File: src/hw/mcomm_regs.vh
// constants for the multiphase commutation output block
`ifndef MCOMM_REGS_VH
`define MCOMM_REGS_VH
`define MCOMM_MODE_SENSORED   2'h3
`define MCOMM_MODE_LINK       2'h2
`define MCOMM_SRQ_NONE        2'h0
`define MCOMM_SRQ_FORCE       2'h2
`define MCOMM_SRQ_FORCE_TEST  2'h3
`define MCOMM_PRIO_OFF        2'h0
`define MCOMM_A_CTRL          4'h0
`define MCOMM_A_PINS          4'h1
`define MCOMM_A_DELAY         4'h2
`define MCOMM_A_STATE_IDX     4'h3
`define MCOMM_A_STATE_CNT     4'h4
`define MCOMM_A_POSITION      4'h5
`define MCOMM_A_UPPER         4'h6
`define MCOMM_A_LOWER         4'h7
`define MCOMM_A_OFFSET        4'h8
`define MCOMM_A_STATUS        4'h9
`define MCOMM_A_TBC           4'ha
`define MCOMM_A_TABLE         4'hf
`define MCOMM_CTRL_SRQ_LSB    0
`define MCOMM_CTRL_MODE_LSB   2
`define MCOMM_CTRL_PRIO_LSB   4
`define MCOMM_CTRL_FUNC_LSB   6
`define MCOMM_FORCE_BASE      8'h18
`define MCOMM_LINK_BASE       8'h40
`define MCOMM_MATCH_BASE      8'h3e
`define MCOMM_PER_PIN         8'h0e
`endif

File: src/hw/mcomm_table_mem.v
// state table memory with registered read
`timescale 1ns/1ps
module mcomm_table_mem #(
   parameter AW = 4,
   parameter DW = 16
) (
   clk,
   we,
   waddr,
   wdata,
   raddr,
   rdata_q
);
   input  wire          clk;
   input  wire          we;
   input  wire [AW-1:0] waddr;
   input  wire [DW-1:0] wdata;
   input  wire [AW-1:0] raddr;
   output reg  [DW-1:0] rdata_q;
   reg [DW-1:0] mem [0:(1<<AW)-1];
   always @(posedge clk) begin
      if (we) begin
         mem[waddr] <= wdata;
      end
      rdata_q <= mem[raddr];
   end
endmodule

File: src/hw/mcomm_top.v
// multiphase commutation output block
// Operation
// host disables channels before function select
// host then writes mode select bits
// mode 11 sensored, 10 link, else match
// host writes pins, delay, table, index
// service code 10 forces indexed state
// host enables priority after request
// end of service clears request, sets flag
// initial levels appear within update delay
// hall decoder links new index when needed
// sensorless host setup of parameters
// host writes angle bounds then offset
// link mode updates on every link
// code 11 starts periodic match updates
// service cost cycles per state type
// link fetches pattern, schedules match
// all pins change together at match
// host keeps delay above minimum service
// code 00 idle, 11 force then test
// pin pattern right justified in entry
// channel n drives pattern bit n
//
// Local design decisions: the register addresses and the plain strobed port.
`timescale 1ns/1ps
`include "mcomm_regs.vh"
module mcomm_top #(
   parameter NPIN = 8,
   parameter AW   = 4
) (
   clk,
   rst,
   reg_addr,
   reg_wdata,
   reg_wr,
   reg_rd,
   reg_rdata_q,
   link_req,
   link_state,
   pos_count,
   comm_pins_q,
   service_flag_q
);
   input  wire            clk;
   input  wire            rst;
   input  wire [3:0]      reg_addr;
   input  wire [15:0]     reg_wdata;
   input  wire            reg_wr;
   input  wire            reg_rd;
   output reg  [15:0]     reg_rdata_q;
   input  wire            link_req;
   input  wire [AW-1:0]   link_state;
   input  wire [15:0]     pos_count;
   output reg  [NPIN-1:0] comm_pins_q;
   output reg             service_flag_q;

   localparam S_IDLE  = 3'h0;
   localparam S_FETCH = 3'h1;
   localparam S_WAIT  = 3'h2;
   localparam S_LOAD  = 3'h3;
   localparam S_ARM   = 3'h4;

   reg [1:0]      srq_q, mode_q, prio_q;
   reg [4:0]      func_q;
   reg [3:0]      pins_q;
   reg [15:0]     delay_q, upper_q, lower_q, offset_q, tbc_q, match_t_q;
   reg [15:0]     pos_q;
   reg [AW-1:0]   idx_q, cnt_q, tab_waddr_q;
   reg [2:0]      st_q;
   reg [8:0]      cost_q;
   reg            test_q, periodic_q, armed_q, is_force_q;
   reg [NPIN-1:0] next_pins_q;
   wire [15:0]    tab_rdata;
   wire           tab_we = reg_wr && reg_addr == `MCOMM_A_TABLE;
   wire           enabled = prio_q != `MCOMM_PRIO_OFF;
   wire           periodic_hit = periodic_q && tbc_q == match_t_q;
   wire           link_mode = mode_q == `MCOMM_MODE_LINK;
   wire           sens_mode = mode_q == `MCOMM_MODE_SENSORED;
   wire [15:0]    pos_adj = pos_q + offset_q;
   wire [8:0]     pin_cost = {5'h00, pins_q} * {1'b0, `MCOMM_PER_PIN};

   mcomm_table_mem #(.AW(AW), .DW(16)) u_mem (
      .clk     (clk),
      .we      (tab_we),
      .waddr   (tab_waddr_q),
      .wdata   (reg_wdata),
      .raddr   (idx_q),
      .rdata_q (tab_rdata)
   );

   // free running time base
   always @(posedge clk) begin
      if (rst) begin
         tbc_q <= 16'h0000;
      end else begin
         tbc_q <= tbc_q + 16'h0001;
      end
   end

   // register writes and service sequencing
   always @(posedge clk) begin
      if (rst) begin
         srq_q <= `MCOMM_SRQ_NONE;
         mode_q <= 2'h0;
         prio_q <= 2'h0;
         func_q <= 5'h00;
         pins_q <= 4'h0;
         delay_q <= 16'h0000;
         upper_q <= 16'h0000;
         lower_q <= 16'h0000;
         offset_q <= 16'h0000;
         pos_q <= 16'h0000;
         idx_q <= {AW{1'b0}};
         cnt_q <= {AW{1'b0}};
         tab_waddr_q <= {AW{1'b0}};
         st_q <= S_IDLE;
         cost_q <= 9'h000;
         test_q <= 1'b0;
         periodic_q <= 1'b0;
         armed_q <= 1'b0;
         is_force_q <= 1'b0;
         match_t_q <= 16'h0000;
         next_pins_q <= {NPIN{1'b0}};
         comm_pins_q <= {NPIN{1'b0}};
         service_flag_q <= 1'b0;
         reg_rdata_q <= 16'h0000;
      end else begin
         pos_q <= pos_count;
         if (reg_wr) begin
            case (reg_addr)
               `MCOMM_A_CTRL: begin
                  srq_q  <= reg_wdata[`MCOMM_CTRL_SRQ_LSB +: 2];
                  mode_q <= reg_wdata[`MCOMM_CTRL_MODE_LSB +: 2];
                  prio_q <= reg_wdata[`MCOMM_CTRL_PRIO_LSB +: 2];
                  func_q <= reg_wdata[`MCOMM_CTRL_FUNC_LSB +: 5];
               end
               `MCOMM_A_PINS:      pins_q <= reg_wdata[3:0];
               `MCOMM_A_DELAY:     delay_q <= reg_wdata;
               `MCOMM_A_STATE_IDX: idx_q <= reg_wdata[AW-1:0];
               `MCOMM_A_STATE_CNT: cnt_q <= reg_wdata[AW-1:0];
               `MCOMM_A_UPPER:     upper_q <= reg_wdata;
               `MCOMM_A_LOWER:     lower_q <= reg_wdata;
               `MCOMM_A_OFFSET:    offset_q <= reg_wdata;
               `MCOMM_A_STATUS:    service_flag_q <= 1'b0;
               `MCOMM_A_TABLE:     tab_waddr_q <= tab_waddr_q + 1'b1;
               `MCOMM_A_TBC:       tab_waddr_q <= reg_wdata[AW-1:0];
               default: ;
            endcase
         end
         if (reg_rd) begin
            case (reg_addr)
               `MCOMM_A_CTRL: reg_rdata_q <= {5'h00, func_q, prio_q,
                                              mode_q, srq_q};
               `MCOMM_A_PINS:      reg_rdata_q <= {12'h000, pins_q};
               `MCOMM_A_DELAY:     reg_rdata_q <= delay_q;
               `MCOMM_A_STATE_IDX: reg_rdata_q <= {{(16-AW){1'b0}}, idx_q};
               `MCOMM_A_STATE_CNT: reg_rdata_q <= {{(16-AW){1'b0}}, cnt_q};
               `MCOMM_A_POSITION:  reg_rdata_q <= pos_q;
               `MCOMM_A_UPPER:     reg_rdata_q <= upper_q;
               `MCOMM_A_LOWER:     reg_rdata_q <= lower_q;
               `MCOMM_A_OFFSET:    reg_rdata_q <= offset_q;
               `MCOMM_A_STATUS:    reg_rdata_q <= {12'h000, armed_q,
                                     periodic_q, st_q != S_IDLE,
                                     service_flag_q};
               `MCOMM_A_TBC:       reg_rdata_q <= tbc_q;
               default:            reg_rdata_q <= 16'h0000;
            endcase
         end
         // all channels change together at the match
         if (armed_q && tbc_q == match_t_q) begin
            comm_pins_q <= next_pins_q;
            armed_q <= 1'b0;
            if (periodic_q) begin
               match_t_q <= match_t_q + delay_q;
            end
         end
         case (st_q)
            S_IDLE: begin
               if (enabled && srq_q != `MCOMM_SRQ_NONE &&
                   srq_q[1]) begin
                  st_q <= S_FETCH;
                  is_force_q <= 1'b1;
                  test_q <= srq_q == `MCOMM_SRQ_FORCE_TEST;
                  cost_q <= {1'b0, `MCOMM_FORCE_BASE} + pin_cost;
                  match_t_q <= tbc_q + delay_q;
               end else if (enabled && link_req && sens_mode) begin
                  idx_q <= link_state;
                  st_q <= S_FETCH;
                  is_force_q <= 1'b0;
                  cost_q <= {1'b0, `MCOMM_LINK_BASE} + pin_cost;
                  match_t_q <= tbc_q + delay_q;
               end else if (enabled && link_req && link_mode) begin
                  st_q <= S_FETCH;
                  is_force_q <= 1'b0;
                  cost_q <= {1'b0, `MCOMM_LINK_BASE} + pin_cost;
                  match_t_q <= tbc_q + delay_q;
               end else if (enabled && periodic_hit) begin
                  st_q <= S_FETCH;
                  is_force_q <= 1'b0;
                  cost_q <= {1'b0, `MCOMM_MATCH_BASE} + pin_cost;
                  // next periodic slot one period after this one
                  match_t_q <= match_t_q + delay_q;
               end
            end
            S_FETCH: begin
               // state test in sensorless modes steps index by angle
               if (!is_force_q && !sens_mode) begin
                  if ($signed(pos_adj - upper_q) > 0) begin
                     idx_q <= (idx_q + 1'b1 >= cnt_q) ? {AW{1'b0}}
                              : idx_q + 1'b1;
                  end else if ($signed(pos_adj - lower_q) < 0) begin
                     idx_q <= (idx_q == {AW{1'b0}}) ? cnt_q - 1'b1
                              : idx_q - 1'b1;
                  end
               end
               st_q <= S_WAIT;
            end
            S_WAIT: begin
               if (cost_q != 9'h000) begin
                  cost_q <= cost_q - 9'h001;
               end else begin
                  st_q <= S_LOAD;
               end
            end
            S_LOAD: begin
               next_pins_q <= tab_rdata[NPIN-1:0];
               armed_q <= 1'b1;
               st_q <= S_ARM;
            end
            S_ARM: begin
               if (is_force_q) begin
                  srq_q <= `MCOMM_SRQ_NONE;
                  service_flag_q <= 1'b1;
                  periodic_q <= test_q && !sens_mode && !link_mode;
               end
               st_q <= S_IDLE;
            end
            default: st_q <= S_IDLE;
         endcase
      end
   end
endmodule

File: config.mk
export PLATFORM = sky130hd
export DESIGN_NAME = mcomm_top
export DESIGN_NICKNAME = d
export VERILOG_FILES = /design/src/hw/mcomm_table_mem.v /design/src/hw/mcomm_top.v
export VERILOG_INCLUDE_DIRS = /design/src /design/src/hw
export SDC_FILE = /design/constraint.sdc
export NUM_CORES = 1
export LEC_CHECK = 0
export BUFFER_PORTS_ARGS = -buffer_cell sky130_fd_sc_hd__buf_2
export CORE_MARGIN = 3
export CORE_UTILIZATION = 53
export CTS_CLUSTER_SIZE = 12
export DETAILED_ROUTE_END_ITERATION = 10
export GPL_ROUTABILITY_DRIVEN = 0
export PLACE_DENSITY = 0.7
export SLEW_MARGIN = 10
export SYNTH_ARGS = -nofsm -noshare
export SYNTH_HDL_FRONTEND = slang
export SYNTH_HIERARCHICAL = 1
export SYNTH_SLANG_ARGS = --single-unit
File: constraint.sdc
create_clock -name clk -period 8.1 [get_ports clk]
set_input_delay 1.62 -clock clk [delete_from_list [all_inputs] [get_ports clk]]
set_output_delay 1.62 -clock clk [all_outputs]
set_load 0.05 [all_outputs]
==> results.py <==
metrics = {
    "cts": {
        "cts_buffer_depth": 3,
        "cts.clk_slew.worst_paths_ps": 60,
        "clk_latency_ps": 530,
        "numCtsBuffers": 35,
        "root_buffer": "clkbuf_16",
        "numClockSinks": 324,
        "htreeDepth": 2,
        "cts_hold_buf": 0,
        "cts_resized": 0,
        "post-cts-setup-buffers": 0,
        "cts_tree": "built",
    },
    "power": {
        "ir_drop_mv": 0.1822,
        "p_per_area_nw_per_um2": 187.8,
        "leakagePower_nw": 7.034,
        "total_power_mw": 3.541,
    },
    "setup_path": {
        "arrival_ps": 5930,
        "path_delay_family": "compound AO/OA/AOI/OAI gates",
        "cp-start-kind": "flop",
        "path_max_fanout": 4,
        "max_stage_delay_ps": 660,
        "crit_path_top_delay_cell": "nor4_2",
        "critPathCaptureType": "flop",
        "path_class": "flop to flop",
        "critPathRequiredTime_ps": 8520,
        "critPathBufInv": 1,
        "cp_cell_sequence": "ha_1 -> inv_1 -> fa_1 -> nor2b_1 -> o21ai_0 -> a21boi_0 -> o21ai_0 -> a21oi_1 -> nor2_1 -> nor2b_1 -> nor2_1 -> xnor2_1 -> ha_1 -> a21o_1 -> a2111oi_0 -> nand3_1 -> a41oi_1 -> o21bai_1 -> xor2_1 -> nor4_2 -> nor2_4 -> mux2i_1 -> a2111oi_2",
    },
    "routing": {
        "drc": 0,
        "wl_per_cell_um": 20.21,
        "drt_iter0_markers": 1534,
        "viasPerCell": 6.134,
        "ant_nets": 0,
        "drtPass1Iterations": 7,
        "wirelength_um": 45100,
        "num_vias": 13690,
    },
    "timing": {
        "fin_worst_skew_ps": 16.26,
        "slew_headroom_pct": 30.40,
        "fin_tns_setup_ps": 0,
        "finalMaxSlewViolations": 0,
        "final.setup.worst_slack_ps": 2585,
        "fin_crit_ps": 5515,
        "hold_viol": 0,
        "period_share_pct": 68.09,
        "rsz0062_at_grt": "no",
        "clock.fmax_ghz": 0.1813,
        "finalSetupViolations": 0,
        "worstMarginPinSlew_ps": 1043,
    },
    "finish": {
        "final_util_pct": 59.46,
        "nNetsFinal": 1948,
        "layout-drive-gt1-share_pct": 9.847,
        "syn_to_final_growth_pct": 9.749,
    },
    "logic_synthesis": {
        "synth_area_um2": 17180,
        "syn_inst": 1778,
        "synth_nets": 1924,
        "yosys_warnings": 6,
        "avgSynthCellArea_um2": 9.665,
    },
    "outcome": {
        "status": "complete, no violations",
    },
    "floorplan": {
        "die_h_um": 186.1,
        "die_w_um": 186.1,
        "rows": 65,
        "core_area_um2": 31720,
        "initial_core_util_pct": 54.18,
        "design.portCount": 70,
        "die-area_um2": 34620,
    },
    "placed_design": {
        "dp_hpwl_um": 31700,
        "place_ws_ps": 2685,
        "io_buffers": 69,
    },
    "global_route": {
        "grt_overflow": 0,
        "grt_max_degree": 111,
        "grt_pass1_vias": 12947,
        "grtUsageTotal_pct": 26.11,
        "grt_pass1_wl_um": 71330,
        "antenna_found_initial": 2,
    },
    "worst_hold_path": {
        "min_path_type": "flop to flop",
    },
    "flow_run": {
        "cap_violations": 0,
    },
}
-- final cells by class --
class | count | area, µm²
clock buffers | 55 | 1005
flip-flops and latches | 324 | 7769
repair buffers | 82 | 449.2
diodes | 2 | 5.005
fillers | 2662 | 12860
well taps | 402 | 503.0
clock inverters | 8 | 107.6
multi-input cells | 1285 | 8743
inverters | 74 | 277.8
-- per-layer routing --
metal	track usage (%)	wire length (µm)	up-vias
li1	-	-	6495
met1	38.94	20540	6552
met2	40.21	19970	561
met3	3.674	3420	82
met4	7.000	1176	0
met5	0	0	-
-- flip-flops by register name, indices dropped and copies added, names as in the netlist, 3 cells and up --
name,flops
lower_q,16
upper_q,16
comm_pins_q,8
pins_q,4
offset_q,16
u_mem/mem,128
cnt_q,4
next_pins_q,8
reg_rdata_q,16
cost_q,9
idx_q,4
st_q,3
pos_q,16
func_q,5
delay_q,16
match_t_q,16
tab_waddr_q,4
u_mem/rdata_q,8
tbc_q,16
-- layout by cell type, fill, tap and decap left out, types with 14 or more instances in the layout --
cell type / count
a21o_1: 28
xor2_1: 34
o21ai_0: 45
nand3_1: 28
edfxtp_1: 128
buf_2: 68
xnor2_1: 54
a22oi_1: 55
nand2b_1: 18
mux2i_1: 35
nor2_1: 142
nor2b_1: 32
inv_1: 73
clkbuf_16: 35
nand2_1: 246
ha_1: 93
nor3_1: 34
dfxtp_1: 195
a31oi_1: 31
clkbuf_1: 14
a21oi_1: 175
mux4_2: 25
-- through the flow --
step | hold slack, ps | instances | area, µm²
2_1_floorplan | 431.6 | 1778 | 17180
3_3_place_gp | 440.9 | 2167 | 17740
3_5_place_dp | 444.6 | 2167 | 17740
4_1_cts | 452.6 | 2230 | 18850
5_1_grt | 475.7 | 2232 | 18860
6_report | 449.3 | 2232 | 18860
-- worst paths after layout --
check | start | end | slack [ps] | cells past startpoint
worst min-delay path | comm_pins_q[0]$_SDFFE_PP0P_ | comm_pins_q[0]$_SDFFE_PP0P_ | 450 | 2
worst max register to register | offset_q[0]$_SDFFE_PP0P_ | idx_q[2]$_SDFF_PP0_ | 2580 | 23
worst max-delay path | offset_q[0]$_SDFFE_PP0P_ | idx_q[2]$_SDFF_PP0_ | 2580 | 23
worst min register to register | comm_pins_q[0]$_SDFFE_PP0P_ | comm_pins_q[0]$_SDFFE_PP0P_ | 450 | 2
-- report_power, final --
part | switching, mW | internal (mW)
logic | 0.172 | 0.101
registers | 0.0160 | 1.71
clock network | 0.651 | 0.893
total | 0.839 | 2.70
-- worst register-to-register path, cell delays in order, from the launching register on --
cell,delay (ps)
dfxtp_1,360
ha_1,180
inv_1,60
fa_1,410
nor2b_1,140
o21ai_0,110
a21boi_0,280
o21ai_0,150
a21oi_1,280
nor2_1,90
nor2b_1,120
nor2_1,60
xnor2_1,150
ha_1,230
a21o_1,210
a2111oi_0,450
nand3_1,170
a41oi_1,370
o21bai_1,130
xor2_1,160
nor4_2,660
nor2_4,110
mux2i_1,170
a2111oi_2,350
Power figures use the tool's default switching activity.
